<file path="src/pkg/abmc_regs.svh">
`ifndef ABMC_REGS_SVH
`define ABMC_REGS_SVH
// register indices on the plain port
`define ABMC_ADDR_ABE 4'h0
`define ABMC_ADDR_ROLE 4'h1
// analog block enable control fields
`define ABMC_ABE_DIG_OE 7
`define ABMC_ABE_DIGITAL_TEST_SELECT_HI 6
`define ABMC_ABE_DIGITAL_TEST_SELECT_LO 4
`define ABMC_ABE_UVLO_SEL 3
`define ABMC_ABE_EA_DIS 1
`define ABMC_ABE_ANA_OE 0
`define ABMC_ABE_WMASK 8'hfb
// role and feedback route fields
`define ABMC_ROLE_HI 7
`define ABMC_ROLE_LO 6
`define ABMC_ROLE_RFB 5
`define ABMC_ROLE_WMASK 8'he0
`define ABMC_RESET_VAL 8'h00
`endif

</file>
<file path="src/pkg/abmc_pkg.sv">
package abmc_pkg;
  typedef enum logic [1:0] {
    ABMC_ROLE_ALONE = 2'h0,
    ABMC_ROLE_MASTER = 2'h1,
    ABMC_ROLE_SLAVE = 2'h2,
    ABMC_ROLE_RSVD = 2'h3
  } abmc_role_e;
  typedef enum logic [2:0] {
    ABMC_DIGITAL_TEST_SELECT_SAT = 3'h0,
    ABMC_DIGITAL_TEST_SELECT_MONO = 3'h1,
    ABMC_DIGITAL_TEST_SELECT_OSC = 3'h2,
    ABMC_DIGITAL_TEST_SELECT_TMR2 = 3'h3,
    ABMC_DIGITAL_TEST_SELECT_OV = 3'h4,
    ABMC_DIGITAL_TEST_SELECT_SWITCHING_FREQUENCY_SIGNAL = 3'h5,
    ABMC_DIGITAL_TEST_SELECT_SHOT = 3'h6,
    ABMC_DIGITAL_TEST_SELECT_NONE = 3'h7
  } abmc_digital_test_select_e;
endpackage : abmc_pkg

</file>
<file path="src/logic/abmc_ctrl.sv">
// The address-and-strobe port and the register offsets were decided locally.
`timescale 1ns/1ns
`include "abmc_regs.svh"
// Notes on behaviour
// - lockout select resets to zero, giving the low 2.7 V driver lockout level
// - lockout select bit 3 set picks the higher 5.4 V driver lockout level
// - amplifier disable resets to zero, error amplifier stays enabled
// - amplifier disable bit 1 set disables amplifier and parks output low
// - digital test enable bit 7 connects digital test mux to test pin
// - select bits 6-4 pick one of seven digital signals, code 7 none
// - analog test enable bit 0 connects analog mux to test pin
// - bit 2 of enable register reads zero, writes ignored
// - role bits 7-6: 00 alone, 01 master, 10 slave, 11 reserved
// - stand-alone role never connects second reference buffer to a pin
// - route bit 5: zero internal feedback resistor, one external sense pin
// - analog test signals observed on test pin via buffer, chosen elsewhere
// - with both enables set the digital signal owns the test pin
// - analog enable clear routes analog signal to internal converter input
// - master role routes second reference to its dedicated pin
module abmc_ctrl
  import abmc_pkg::*;
(
  input wire logic CORE_CLK_I,
  input wire logic RST_N_I,
  input wire logic CLK_EN_I,
  input wire logic [3:0] ADDR_I,
  input wire logic [7:0] WDATA_I,
  input wire logic WR_I,
  input wire logic RD_I,
  output logic [7:0] RDATA_O,
  input wire logic SAT_DETECT_I,
  input wire logic MONO_PULSE_I,
  input wire logic OSC_PULSE_I,
  input wire logic TIMER_TWO_PERIOD_MATCH_I,
  input wire logic EXCESS_VOLTAGE_COMPARE_OUT_I,
  input wire logic SWITCHING_FREQUENCY_SIGNAL_I,
  input wire logic SECONDARY_DRIVE_PULSE_ONESHOT_I,
  output logic DRIVER_LOCKOUT_HIGH_O,
  output logic ERROR_AMP_DISABLE_O,
  output logic TEST_PIN_DIG_SEL_O,
  output logic TEST_PIN_DIG_O,
  output logic TEST_PIN_ANA_SEL_O,
  output logic ANA_TO_ADC_SEL_O,
  output logic [1:0] DEVICE_ROLE_O,
  output logic ROLE_RESERVED_O,
  output logic REF2_TO_PIN_O,
  output logic FEEDBACK_TO_EXT_PIN_O
);

  logic [7:0] abe_reg;
  logic [7:0] role_reg;
  abmc_digital_test_select_e digital_test_select;
  abmc_role_e role;
  logic dig_mux;

  // one write decode shared by both registers
  function automatic logic hit(input logic [3:0] a, input logic [3:0] idx);
    return a == idx;
  endfunction : hit

  // enable register; unused bit 2 masked so it never stores
  always_ff @(posedge CORE_CLK_I) begin
    if (!RST_N_I) begin
      abe_reg <= `ABMC_RESET_VAL;
    end else if (CLK_EN_I && WR_I && hit(ADDR_I, `ABMC_ADDR_ABE)) begin
      abe_reg <= WDATA_I & `ABMC_ABE_WMASK;
    end
  end

  // role register; low five bits are unimplemented
  always_ff @(posedge CORE_CLK_I) begin
    if (!RST_N_I) begin
      role_reg <= `ABMC_RESET_VAL;
    end else if (CLK_EN_I && WR_I && hit(ADDR_I, `ABMC_ADDR_ROLE)) begin
      role_reg <= WDATA_I & `ABMC_ROLE_WMASK;
    end
  end

  // read data only in the cycle after the strobe; unmapped reads zero
  always_ff @(posedge CORE_CLK_I) begin
    if (!RST_N_I) begin
      RDATA_O <= `ABMC_RESET_VAL;
    end else if (CLK_EN_I) begin
      if (RD_I && hit(ADDR_I, `ABMC_ADDR_ABE)) begin
        RDATA_O <= abe_reg;
      end else if (RD_I && hit(ADDR_I, `ABMC_ADDR_ROLE)) begin
        RDATA_O <= role_reg;
      end else begin
        RDATA_O <= `ABMC_RESET_VAL;
      end
    end
  end

  assign digital_test_select = abmc_digital_test_select_e'(abe_reg[`ABMC_ABE_DIGITAL_TEST_SELECT_HI:`ABMC_ABE_DIGITAL_TEST_SELECT_LO]);
  assign role = abmc_role_e'(role_reg[`ABMC_ROLE_HI:`ABMC_ROLE_LO]);

  // digital test mux; code 7 drives a quiet low
  always_comb begin
    unique case (digital_test_select)
      ABMC_DIGITAL_TEST_SELECT_SAT: dig_mux = SAT_DETECT_I;
      ABMC_DIGITAL_TEST_SELECT_MONO: dig_mux = MONO_PULSE_I;
      ABMC_DIGITAL_TEST_SELECT_OSC: dig_mux = OSC_PULSE_I;
      ABMC_DIGITAL_TEST_SELECT_TMR2: dig_mux = TIMER_TWO_PERIOD_MATCH_I;
      ABMC_DIGITAL_TEST_SELECT_OV: dig_mux = EXCESS_VOLTAGE_COMPARE_OUT_I;
      ABMC_DIGITAL_TEST_SELECT_SWITCHING_FREQUENCY_SIGNAL: dig_mux = SWITCHING_FREQUENCY_SIGNAL_I;
      ABMC_DIGITAL_TEST_SELECT_SHOT: dig_mux = SECONDARY_DRIVE_PULSE_ONESHOT_I;
      ABMC_DIGITAL_TEST_SELECT_NONE: dig_mux = 1'b0;
    endcase
  end

  // analog control levels come straight off the register bits
  assign DRIVER_LOCKOUT_HIGH_O = abe_reg[`ABMC_ABE_UVLO_SEL];
  assign ERROR_AMP_DISABLE_O = abe_reg[`ABMC_ABE_EA_DIS];

  // test pin steering; digital has priority over analog
  assign TEST_PIN_DIG_SEL_O = abe_reg[`ABMC_ABE_DIG_OE];
  assign TEST_PIN_DIG_O = abe_reg[`ABMC_ABE_DIG_OE] & dig_mux;
  assign TEST_PIN_ANA_SEL_O = abe_reg[`ABMC_ABE_ANA_OE]
                              & ~abe_reg[`ABMC_ABE_DIG_OE];
  assign ANA_TO_ADC_SEL_O = ~abe_reg[`ABMC_ABE_ANA_OE];

  // role decode; the reserved code behaves as no reference routing
  assign DEVICE_ROLE_O = role_reg[`ABMC_ROLE_HI:`ABMC_ROLE_LO];
  assign ROLE_RESERVED_O = (role == ABMC_ROLE_RSVD);
  assign REF2_TO_PIN_O = (role == ABMC_ROLE_MASTER);
  assign FEEDBACK_TO_EXT_PIN_O = role_reg[`ABMC_ROLE_RFB];
endmodule : abmc_ctrl

</file>
<file path="config.mk">
export PLATFORM = sky130hd
export DESIGN_NAME = abmc_ctrl
export DESIGN_NICKNAME = d
export VERILOG_FILES = /design/src/pkg/abmc_pkg.sv /design/src/logic/abmc_ctrl.sv
export VERILOG_INCLUDE_DIRS = /design/src /design/src/pkg
export SDC_FILE = /design/constraint.sdc
export NUM_CORES = 1
export LEC_CHECK = 0
export ABC_AREA = 1
export BUFFER_PORTS_ARGS = -buffer_cell sky130_fd_sc_hd__buf_2
export CORE_ASPECT_RATIO = 0.7
export CORE_MARGIN = 2
export CORE_UTILIZATION = 34
export CTS_BUF_LIST = sky130_fd_sc_hd__clkbuf_8
export CTS_CLUSTER_SIZE = 40
export DETAILED_ROUTE_END_ITERATION = 10
export SLEW_MARGIN = 20
export SYNTH_ARGS = -nofsm -noshare
export SYNTH_HDL_FRONTEND = slang
export SYNTH_SLANG_ARGS = --single-unit
</file>
<file path="constraint.sdc">
create_clock -name CORE_CLK_I -period 1.25 [get_ports CORE_CLK_I]
set_clock_uncertainty 0.15 [all_clocks]
set_input_delay 0.0625 -clock CORE_CLK_I [delete_from_list [all_inputs] [get_ports CORE_CLK_I]]
set_output_delay 0.0625 -clock CORE_CLK_I [all_outputs]
set_load 0.02 [all_outputs]
</file>
Yosys cells after proc, flatten, opt, wreduce, memory -nomap -nowiden
Index checks and enable logic that the tools add are counted.
{"block": "classes", "add_sub_neg": 0, "mul": 0, "div_mod_pow": 0, "n_lt_le_gt_ge": 0, "n_eq_ne": 10, "n_shift": 0, "muxes": 3, "n_bitwise": 4, "reduce_logical": 7}
{"cell": "two-way mux 8 bit", "n": 2}
{"cell": "equality test 3 bit (second input constant)", "n": 4}
{"cell": "case mux 1 bit (8 select lines)", "n": 1}
{"cell": "equality test 3 x 2 -> 1 bit (second input constant)", "n": 2}
{"cell": "logical AND 1 bit", "n": 5}
{"cell": "equality test 4 x 1 -> 1 bit (second input constant)", "n": 1}
{"cell": "logical NOT 4 bit", "n": 1}
{"cell": "equality test 3 x 1 -> 1 bit (second input constant)", "n": 1}
{"cell": "logical NOT 3 bit", "n": 1}
{"cell": "bitwise AND 1 bit", "n": 2}
{"cell": "equality test 2 x 1 -> 1 bit (second input constant)", "n": 1}
{"cell": "equality test 2 bit (second input constant)", "n": 1}
{"cell": "NOT 1 bit", "n": 2}
{"block": "word_totals", "reg_bits": 18, "latchBits": 0, "mem_bits_rw": 0, "rom_bits": 0, "in_bits": 24, "out_inout_bits": 19, "elab_cells": 27, "memories": 0}

Logic depth before layout (Yosys ltp)
Gate-level depths: netlist of the first run.
{"block": "logic_depth", "ltp_word": 4, "ltp_mapped": 6, "depth_no_buf": 6}

Worst setup path after synthesis of the first run
No wires, ideal clock.
{"block": "synth_timing", "path_type": "reg-to-output", "startpoint": "register abe_reg[5]", "endpoint": "output TEST_PIN_DIG_O", "arrival_time_ps": 956, "required_time_ps": 1038, "path_slack_ps": 82, "stages_incl_launch_ff": 7, "path_buffers": 0, "cell_sequence": "dfxtp_1 inv_1 nand2_1 nand3_1 nand3_1 nand2_1 nor2_1"}
{"block": "synth_between", "elab_chain_len": 3, "elab_cells_between_ends": 10, "classes_between": "7 x eq/ne; 1 x mux; 1 x bitwise; 1 x reduce/logical"}
{"item": "start: declaration", "line_no": "abmc_ctrl.sv:50", "source": "logic [7:0] abe_reg;"}
{"item": "start signal: assignment", "line_no": "abmc_ctrl.sv:64", "source": "abe_reg <= `ABMC_RESET_VAL;"}
{"item": "start signal: assignment", "line_no": "abmc_ctrl.sv:66", "source": "abe_reg <= WDATA_I & `ABMC_ABE_WMASK;"}
{"item": "equality test 3 bit (tied with other cells)", "line_no": "abmc_ctrl.sv:99", "source": "unique case (digital_test_select)"}
{"item": "case mux 1 bit (8 select lines) (*)", "line_no": "abmc_ctrl.sv:99"}
{"item": "bitwise AND 1 bit (*)", "line_no": "abmc_ctrl.sv:117", "source": "assign TEST_PIN_DIG_O = abe_reg[`ABMC_ABE_DIG_OE] & dig_mux;"}
{"item": "end: declaration", "line_no": "abmc_ctrl.sv:41", "source": "output logic TEST_PIN_DIG_O,"}
Every way passes the cells marked *; elsewhere a longest branch is shown, timed or not.

Worst setup path in the final report of the first run
Ends and elaborated chain as after synthesis.

==> flow_metrics.env, run 1 <==
export IMPL_outcome="finished with violations"
export IMPL_failed_checks="negative setup slack"
export IMPL_r2r_start="abe_reg[5]"
export IMPL_end_kind="output port"
export IMPL_synthMuxAreaShare_pct=0
export IMPL_drt_total_wl_um=2250
export IMPL_maxCapViolations=0
export IMPL_drc=0
export IMPL_vias=956
export IMPL_yosys_register_bits=17
export IMPL_grt_pass1_vias=856
export IMPL_crit_fanout=5
export IMPL_cts_num_sinks=17
export IMPL_power_density_nw_per_um2=940
export IMPL_syn_avg_cell_area_um2=7.13
export IMPL_power_static_leakage_uw=0.000602
export IMPL_synth_cells=120
export IMPL_dp_cells=191
export IMPL_dp_hpwl_um=1650
export IMPL_die_area_um2=2940
export IMPL_gr_total_overflow=0
export IMPL_synth_top_family_by_area="simple AND/OR/NAND/NOR gates"
export IMPL_synth_distinct_cells=18
export IMPL_grt_max_degree=15
export IMPL_nFillCells=234
export IMPL_detailedPlace_worstSlack_ns=0.0183
export IMPL_layout_nets=197
export IMPL_hp_start="ADDR_I[1]"
export IMPL_cts_tree="built"
export IMPL_maxSlewViolCount=0
export IMPL_setup_viol=1
export IMPL_regArea_um2=348
export IMPL_die_width_um=64.0
export IMPL_drive_gt1_share_pct=37.2
export IMPL_period_needed_ns=1.46
export IMPL_holdWs_ns=0.0281
export IMPL_critPathLaunchType="flop"
export IMPL_start_util_pct=35.3
export IMPL_clkLatencyLatePin_ns=0.26
export IMPL_rsz0062_at_grt="true"
export IMPL_finalCritPeriodShare_pct=117
export IMPL_ios=43
export IMPL_synthAdderAreaFrac_pct=0
export IMPL_cts_htree_levels=1
export IMPL_drt_pass1_iter_count=4
export IMPL_synth_compound_area_share_pct=15.8
export IMPL_synth_nets=144
export IMPL_cp_startpoint="abe_reg[5]"
export IMPL_grt_first_pass_wirelength_um=3610
export IMPL_clockRootBuffer="clkbuf_8"
export IMPL_antenna_found_initial=0
export IMPL_layout_commonest_cell="buf_2"
export IMPL_hp_class="in2reg"
export IMPL_final_util_pct=52.0
export IMPL_yosys_area_share_simple_pct=31.6
export IMPL_area_growth_pct=47.2
export IMPL_core_um2=2420
export IMPL_cts_buffers=3
export IMPL_cts_buffer_depth=2
export IMPL_path_clk_slew_ns=0.07
export IMPL_row_count=15
export IMPL_routed_via_density=4.64
export IMPL_multi_input_area_um2=425
export IMPL_grt_usage_pct=16.2
export IMPL_insertedDiodeCount=0
export IMPL_ys_seq_area_share_pct=39.8
export IMPL_max_freq_ghz=0.683
export IMPL_path_class="reg2out"
export IMPL_ant_nets=0
export IMPL_io_buffers=40
export IMPL_cp_data_required_time_ns=1.04
export IMPL_drt_wirelength_per_cell_um=10.9
export IMPL_synthXorXnorAreaFrac_pct=0
export IMPL_place_congestion=0.725
export IMPL_worstPathArrival_ns=1.25
export IMPL_vdd_drop_max_mv=0.674
export IMPL_hold_viol=0
export IMPL_drtIter0Drc=19
export IMPL_timing_final_ws_setup_ns=-0.214
export IMPL_die_h_um=46.0
export IMPL_layout_common_cells="buf_2, dfxtp_1, inv_1, nand2_1, nor2_1"
export IMPL_mappedNetlistArea_um2=856
export IMPL_yosys_warnings=0
export IMPL_final_cells=206
==> where the power goes <==
part	leakage, µW	internal (µW)	switching [µW]	total [µW]
Sequential	0.000140	553	9.12	562
Clock	0.0000217	225	210	434
Combinational	0.000440	82.8	105	188
Total	0.000602	860	324	1180
==> critical path: stages, from the launching register on <==
cell and delay [ns]:
dfxtp_4 0.39, inv_4 0.05, nand2_2 0.06, nand3_2 0.06
nand3_2 0.08, nand2_1 0.05, nor2_1 0.15, buf_4 0.16
==> worst paths after layout <==
kind                     to  slack [ns]  cells after the start
min             role_reg[7]        0.03                      4
max          TEST_PIN_DIG_O       -0.21                      7
max reg2reg      abe_reg[5]        0.24                      4
min reg2reg      RDATA_O[0]        0.32                      2
==> timing repair <==
item,4_1_cts,5_1_grt
resized for setup,5,12
endpoints found under the hold margin,10,0
pin swaps,1,5
setup buffers,1,2
endpoints found under the setup margin,1,2
hold buffers,8,0
==> cells by family (layout without fill, tap and decap cells) <==
logic type	after synthesis	count (layout)
compound gates	27	27
other cells	1	1
simple gates	52	52
buf+inv	23	75
flops	17	17
==> metal layers <==
layer | part of all wire (%) | wire, µm | global-route usage (%) | vias to the layer above
li1 | - | - | - | 494
met1 | 46 | 1040 | 20.7 | 428
met2 | 46 | 1040 | 26.7 | 32
met3 | 7.1 | 160 | 4.95 | 2
met4 | 0.44 | 10 | 5.22 | 0
met5 | 0 | 0 | 0 | -
==> synthesized netlist by cell type <==
cell type	instances	area share, %
buf_1	1	0.44
nor2_4	4	5.3
a21oi_1	13	7.6
nand2_1	16	7.0
dfxtp_1	17	40
buf_6	2	2.6
o21ai_1	3	1.8
o21ai_0	11	6.4
buf_4	1	0.88
buf_2	1	0.58
nor2_1	15	6.6
inv_2	1	0.44
nand2_2	1	0.73
nand3_4	1	2.0
inv_1	17	7.5
nand4_1	8	5.8
conb_1	1	0.44
nand3_1	7	4.1
==> per-stage QoR <==
| stage | setup TNS [ns] | cell area [µm²] | total power (µW) |
|---|---|---|---|
| after floorplan | 0 | 856 | 670 |
| after global placement | 0 | 1070 | 736 |
| after detailed placement | 0 | 1070 | 740 |
| after CTS | -0.159 | 1220 | 1190 |
| after global routing | -0.249 | 1260 | 1240 |
| final | -0.214 | 1260 | 1180 |
==> layout make-up <==
class	instances	area share, %
Multi-Input combinational cell	80	33.8
Clock inverter	1	0.596
Sequential cell	17	27.6
Tap cell	34	3.38
Timing Repair Buffer	53	25.6
Inverter	18	5.76
Clock buffer	3	3.28
Power figures use the tool's default switching activity.
==> inputs of run 2 (changes only) <==
--- a/config.mk
+++ b/config.mk
@@ -7,13 +7,15 @@
 export NUM_CORES = 1
 export LEC_CHECK = 0
 export ABC_AREA = 1
-export BUFFER_PORTS_ARGS = -buffer_cell sky130_fd_sc_hd__buf_2
+export BUFFER_PORTS_ARGS = -buffer_cell sky130_fd_sc_hd__buf_4
 export CORE_ASPECT_RATIO = 0.7
 export CORE_MARGIN = 2
 export CORE_UTILIZATION = 34
 export CTS_BUF_LIST = sky130_fd_sc_hd__clkbuf_8
 export CTS_CLUSTER_SIZE = 40
 export DETAILED_ROUTE_END_ITERATION = 10
+export MAX_ROUTING_LAYER = met4
+export PLACE_DENSITY = 0.72
 export SLEW_MARGIN = 20
 export SYNTH_ARGS = -nofsm -noshare
 export SYNTH_HDL_FRONTEND = slang
==> flow_metrics.env, run 2 (same netlist as run 1, synthesis figures left out) <==
export IMPL_cts_tree="built"
export IMPL_end_kind="output port"
export IMPL_vias=965
export IMPL_dp_cells=190
export IMPL_hold_viol=0
export IMPL_critPathLaunchType="flop"
export IMPL_grtUsageMet2_pct=29.6
export IMPL_layout_commonest_cell="buf_4"
export IMPL_grt_first_pass_wirelength_um=3670
export IMPL_gr_total_overflow=0
export IMPL_busiest_layer="met2"
export IMPL_grt_usage_pct=17.1
export IMPL_postCtsSetupBuffers=0
export IMPL_timing_final_ws_setup_ns=-0.135
export IMPL_cp_data_required_time_ns=1.04
export IMPL_area_growth_pct=56.3
export IMPL_io_buffers=40
export IMPL_drt_pass1_iter_count=5
export IMPL_r2r_start="abe_reg[7]"
export IMPL_insertedDiodeCount=0
export IMPL_die_area_um2=2940
export IMPL_maxSlewViolCount=0
export IMPL_crit_chain="o21ai_0 -> nor2_1 -> nor2_1 -> nor2_1 -> buf_4"
export IMPL_hp_class="in2reg"
export IMPL_drive_gt1_share_pct=34.7
export IMPL_setup_viol=1
export IMPL_detailedPlace_worstSlack_ns=0.0390
export IMPL_vdd_drop_max_mv=0.589
export IMPL_power_static_leakage_uw=0.000618
export IMPL_crit_fanout=5
export IMPL_rrSetupSlack_ns=0.33
export IMPL_use_met3_pct=5.94
export IMPL_holdWs_ns=0.00639
export IMPL_clockRootBuffer="clkbuf_8"
export IMPL_grt_use_met1_pct=18.9
export IMPL_core_um2=2420
export IMPL_failed_checks="negative setup slack"
export IMPL_drt_total_wl_um=2340
export IMPL_max_freq_ghz=0.722
export IMPL_routed_via_density=4.73
export IMPL_cts_num_sinks=17
export IMPL_outcome="finished with violations"
export IMPL_rsz0062_at_grt="true"
export IMPL_drtIter0Drc=28
export IMPL_path_clk_slew_ns=0.07
export IMPL_die_width_um=64.0
export IMPL_maxCapViolations=0
export IMPL_layout_common_cells="buf_4, inv_1, dfxtp_1, nand2_1, nor2_1"
export IMPL_ios=43
export IMPL_drc=0
export IMPL_final_util_pct=55.2
export IMPL_start_util_pct=35.3
export IMPL_path_class="reg2out"
export IMPL_slowest_stage="dfxtp_4"
export IMPL_final_cells=204
export IMPL_cpMostUsedCell="nor2_1"
export IMPL_row_count=15
export IMPL_fin_area_um2=1340
export IMPL_worstPathArrival_ns=1.17
export IMPL_die_h_um=46.0
export IMPL_finalCritPeriodShare_pct=111
export IMPL_hp_start="ADDR_I[1]"
export IMPL_nFillCells=234
export IMPL_ant_nets=0
export IMPL_grt_pass1_vias=875
export IMPL_post_dp_cell_area_um2=1170
export IMPL_max_stage_delay_ns=0.37
export IMPL_clkLatencyLatePin_ns=0.25
export IMPL_multi_input_area_um2=427
export IMPL_power_density_nw_per_um2=882
export IMPL_cts_htree_levels=1
export IMPL_cts_buffers=3
export IMPL_drt_wirelength_per_cell_um=11.4
export IMPL_antenna_found_initial=0
export IMPL_layout_nets=195
export IMPL_dp_hpwl_um=1770
export IMPL_cts_buffer_depth=2
export IMPL_cp_startpoint="abe_reg[5]"
export IMPL_place_congestion=0.809
export IMPL_grt_max_degree=15
export IMPL_period_needed_ns=1.38
export IMPL_regArea_um2=345
==> run 2: layout make-up <==
| cell class | count | area share (%) |
|---|---|---|
| well taps | 34 | 3.18 |
| flip-flops and latches | 17 | 25.8 |
| multi-input cells | 80 | 31.9 |
| clock inverters | 1 | 0.281 |
| inverters | 18 | 5.24 |
| repair buffers | 51 | 30.5 |
| clock buffers | 3 | 3.09 |
==> run 2: critical path, delay by kind of cell (launching register included) <==
kind | cells | cell delay, ns
AOI/OAI and AO/OA | 1 | 0.19
and+or+nand+nor | 3 | 0.22
buffers and inverters | 1 | 0.15
DFF | 1 | 0.37
==> run 2: per-stage QoR <==
step	TNS [ns]	total power (µW)
floorplan	0	670
CTS	-0.144	1190
finish	-0.135	1180
detailed placement	0	765
global placement	0	761
global route	-0.202	1240
==> run 2: layer usage <==
layer / vias to the layer above / wire length [µm]
li1: 488 / -
met4: 0 / 10
met5: - / 0
met1: 440 / 1040
met2: 35 / 1110
met3: 2 / 168
==> run 2: final timing paths <==
kind	cells past startpoint	end
worst max-delay path	5	TEST_PIN_DIG_O
worst min-delay path	4	role_reg[5]
worst max register to register	4	RDATA_O[7]
worst min register to register	2	RDATA_O[0]
==> run 2: what timing repair did <==
action	4_1_cts	5_1_grt
endpoints found under the setup margin	1	1
endpoints found under the hold margin	14	0
hold buffers	10	0
gates resized for setup	3	8
pin swaps	1	1
==> run 2: report_power, final <==
part	internal, µW	switching [µW]	leakage, µW
Combinational	110	106	0.000452
Clock	218	181	0.0000269
Sequential	555	9.52	0.000140
==> inputs of run 3 (changes only) <==
--- a/config.mk
+++ b/config.mk
@@ -6,7 +6,6 @@
 export SDC_FILE = /design/constraint.sdc
 export NUM_CORES = 1
 export LEC_CHECK = 0
-export ABC_AREA = 1
 export BUFFER_PORTS_ARGS = -buffer_cell sky130_fd_sc_hd__buf_4
 export CORE_ASPECT_RATIO = 0.7
 export CORE_MARGIN = 2
==> flow_metrics.env, run 3 <==
export IMPL_outcome="finished with violations"
export IMPL_failed_checks="negative setup slack"
export IMPL_ios=43
export IMPL_maxSlewViolCount=0
export IMPL_cts_htree_levels=1
export IMPL_grtUsageMet2_pct=29.9
export IMPL_synth_most_common_cell="nand2_1"
export IMPL_worstPathArrival_ns=1.43
export IMPL_die_h_um=44.9
export IMPL_die_width_um=62.4
export IMPL_cts_buffers=3
export IMPL_rsz0062_at_grt="true"
export IMPL_synth_nets=114
export IMPL_insertedDiodeCount=0
export IMPL_intPower_uw=869
export IMPL_combPwrFrac_pct=14.8
export IMPL_cts_tree="built"
export IMPL_synth_distinct_cells=25
export IMPL_setup_viol=2
export IMPL_drc=0
export IMPL_drive_gt1_share_pct=44.4
export IMPL_rrSetupSlack_ns=0.20
export IMPL_cts_buffer_depth=2
export IMPL_routed_via_density=4.90
export IMPL_reg2reg_to="RDATA_O[5]"
export IMPL_holdWs_ns=0.0118
export IMPL_maxCapViolations=0
export IMPL_synth_common_cells="nand2_1, dfxtp_1, mux2i_1, a21oi_1, nor2_1"
export IMPL_p_switching_uw=273
export IMPL_drtIter0Drc=35
export IMPL_hp_class="in2reg"
export IMPL_path_clk_slew_ns=0.07
export IMPL_hold_path_depth=3
export IMPL_use_met3_pct=4.74
export IMPL_dp_hpwl_um=1780
export IMPL_yosys_area_top_type="dfxtp_1"
export IMPL_drt_wirelength_per_cell_um=13.0
export IMPL_vias=896
export IMPL_detailedPlace_worstSlack_ns=-0.292
export IMPL_area_growth_pct=71.5
export IMPL_hold_end="role_reg[6]"
export IMPL_crit_fanout=2
export IMPL_swShare_pct=23.9
export IMPL_ant_nets=0
export IMPL_cts_num_sinks=17
export IMPL_grt_max_degree=16
export IMPL_yosys_warnings=0
export IMPL_busiest_layer="met2"
export IMPL_end_kind="output port"
export IMPL_start_util_pct=36.8
export IMPL_r2r_start="abe_reg[5]"
export IMPL_die_area_um2=2800
export IMPL_power_static_leakage_uw=0.000586
export IMPL_clockRootBuffer="clkbuf_8"
export IMPL_timing_final_ws_setup_ns=-0.393
export IMPL_hold_viol=0
export IMPL_synth_main_ff_cell="dfxtp_1"
export IMPL_max_freq_ghz=0.609
export IMPL_path_class="reg2out"
export IMPL_clkLatencyLatePin_ns=0.25
export IMPL_row_count=14
export IMPL_cp_data_required_time_ns=1.04
export IMPL_mappedNetlistArea_um2=812
export IMPL_vdd_drop_max_mv=0.510
export IMPL_grt_use_met1_pct=21.0
export IMPL_async_flop_share_pct=0
export IMPL_finalCritPeriodShare_pct=131
export IMPL_core_um2=2210
export IMPL_gr_total_overflow=0
export IMPL_layout_nets=176
export IMPL_clkPwrFrac_pct=37.4
export IMPL_syn_avg_cell_area_um2=9.02
export IMPL_power_density_nw_per_um2=821
export IMPL_grt_first_pass_wirelength_um=3770
export IMPL_ys_seq_area_share_pct=41.9
export IMPL_critPathLaunchType="flop"
export IMPL_reg2regPathDepth=3
export IMPL_period_needed_ns=1.64
export IMPL_synth_edf_count=0
export IMPL_layout_commonest_cell="buf_4"
export IMPL_synthTopCellsByArea="dfxtp_1, mux2i_1, nand2_1"
export IMPL_antenna_found_initial=0
export IMPL_grt_pass1_vias=860
export IMPL_p_seq_share_pct=47.8
export IMPL_synth_cells=90
export IMPL_drt_total_wl_um=2380
export IMPL_place_congestion=0.831
export IMPL_hp_start="ADDR_I[0]"
export IMPL_drt_pass1_iter_count=4
export IMPL_io_buffers=40
export IMPL_layout_common_cells="buf_4, nand2_1, dfxtp_1"
export IMPL_synth_top_area_share_pct=41.9
export IMPL_yosys_register_bits=17
export IMPL_grt_usage_pct=17.8
-- run 3: cell count changes after synthesis, moves of 5 or more --
cell | previous run | this run
nand4_1 | 8 | 3
nor2_1 | 15 | 5
mux2i_1 | 0 | 8
a21oi_1 | 13 | 7
inv_1 | 17 | 2
o21ai_0 | 11 | 4
-- run 3: timing repair --
action | in CTS | in global routing
setup buffers | 1 | 0
endpoints found under the setup margin | 5 | 18
endpoints found under the hold margin | 10 | 0
hold buffers | 10 | 0
pin swaps | 2 | 2
gates resized for setup | 5 | 4
-- run 3: layout make-up --
cell class / instances / area, µm²
flip-flops and latches: 17 / 343
multi-input cells: 66 / 448
clock inverters: 1 / 7.51
repair buffers: 61 / 498
fillers: 190 / 815
inverters: 3 / 15.0
clock buffers: 3 / 41.3
well taps: 32 / 40.0
-- run 3: power by group through the flow --
stage / logic, µW / clock network [µW] / registers (µW)
after floorplan: 48.7 / 0 / 560
after global placement: 131 / 0 / 559
after detailed placement: 134 / 0 / 559
after CTS: 163 / 437 / 546
after global routing: 179 / 453 / 546
final: 169 / 428 / 546
-- run 3: cells by family after synthesis --
group | count (synthesis) | synth area share (%)
simple gates | 37 | 24.2
buf+inv | 7 | 4.62
other cells | 1 | 0.462
flops | 17 | 41.9
mux | 12 | 16.8
compound gates | 16 | 12.0
-- run 3: critical path, cell delays in order, from the launching register on --
cell	delay, ns
dfxtp_2	0.34
mux4_2	0.51
o21ai_2	0.14
a21oi_2	0.04
buf_4	0.16
-- run 3: worst max-delay path by stage --
| stage | startpoint | cells after the start | to |
|---|---|---|---|
| after floorplan | abe_reg[4] | 3 | TEST_PIN_DIG_O |
| after global placement | ADDR_I[3] | 5 | abe_reg[3] |
| after detailed placement | ADDR_I[3] | 5 | abe_reg[6] |
| after CTS | abe_reg[4] | 4 | TEST_PIN_DIG_O |
| after global routing | abe_reg[4] | 4 | TEST_PIN_DIG_O |
| final | abe_reg[4] | 4 | TEST_PIN_DIG_O |
-- run 3: metal layers --
layer / vias up / wire, µm
li1: 441 / -
met1: 407 / 1070
met2: 46 / 1100
met3: 2 / 192
met4: 0 / 16
met5: - / 0
-- run 3: metrics by stage --
| step | setup TNS [ns] | util (%) | power [µW] | cells | instance area (µm²) |
|---|---|---|---|---|---|
| after floorplan | -0.519 | - | 609 | 90 | 816 |
| after global placement | -1.76 | 54.6 | 690 | 168 | 1200 |
| after detailed placement | -2.05 | 54.6 | 693 | 168 | 1200 |
| after CTS | -0.418 | 62.4 | 1150 | 183 | 1380 |
| after global routing | -0.488 | 63.1 | 1180 | 183 | 1390 |
| final | -0.398 | 63.1 | 1140 | 183 | 1390 |
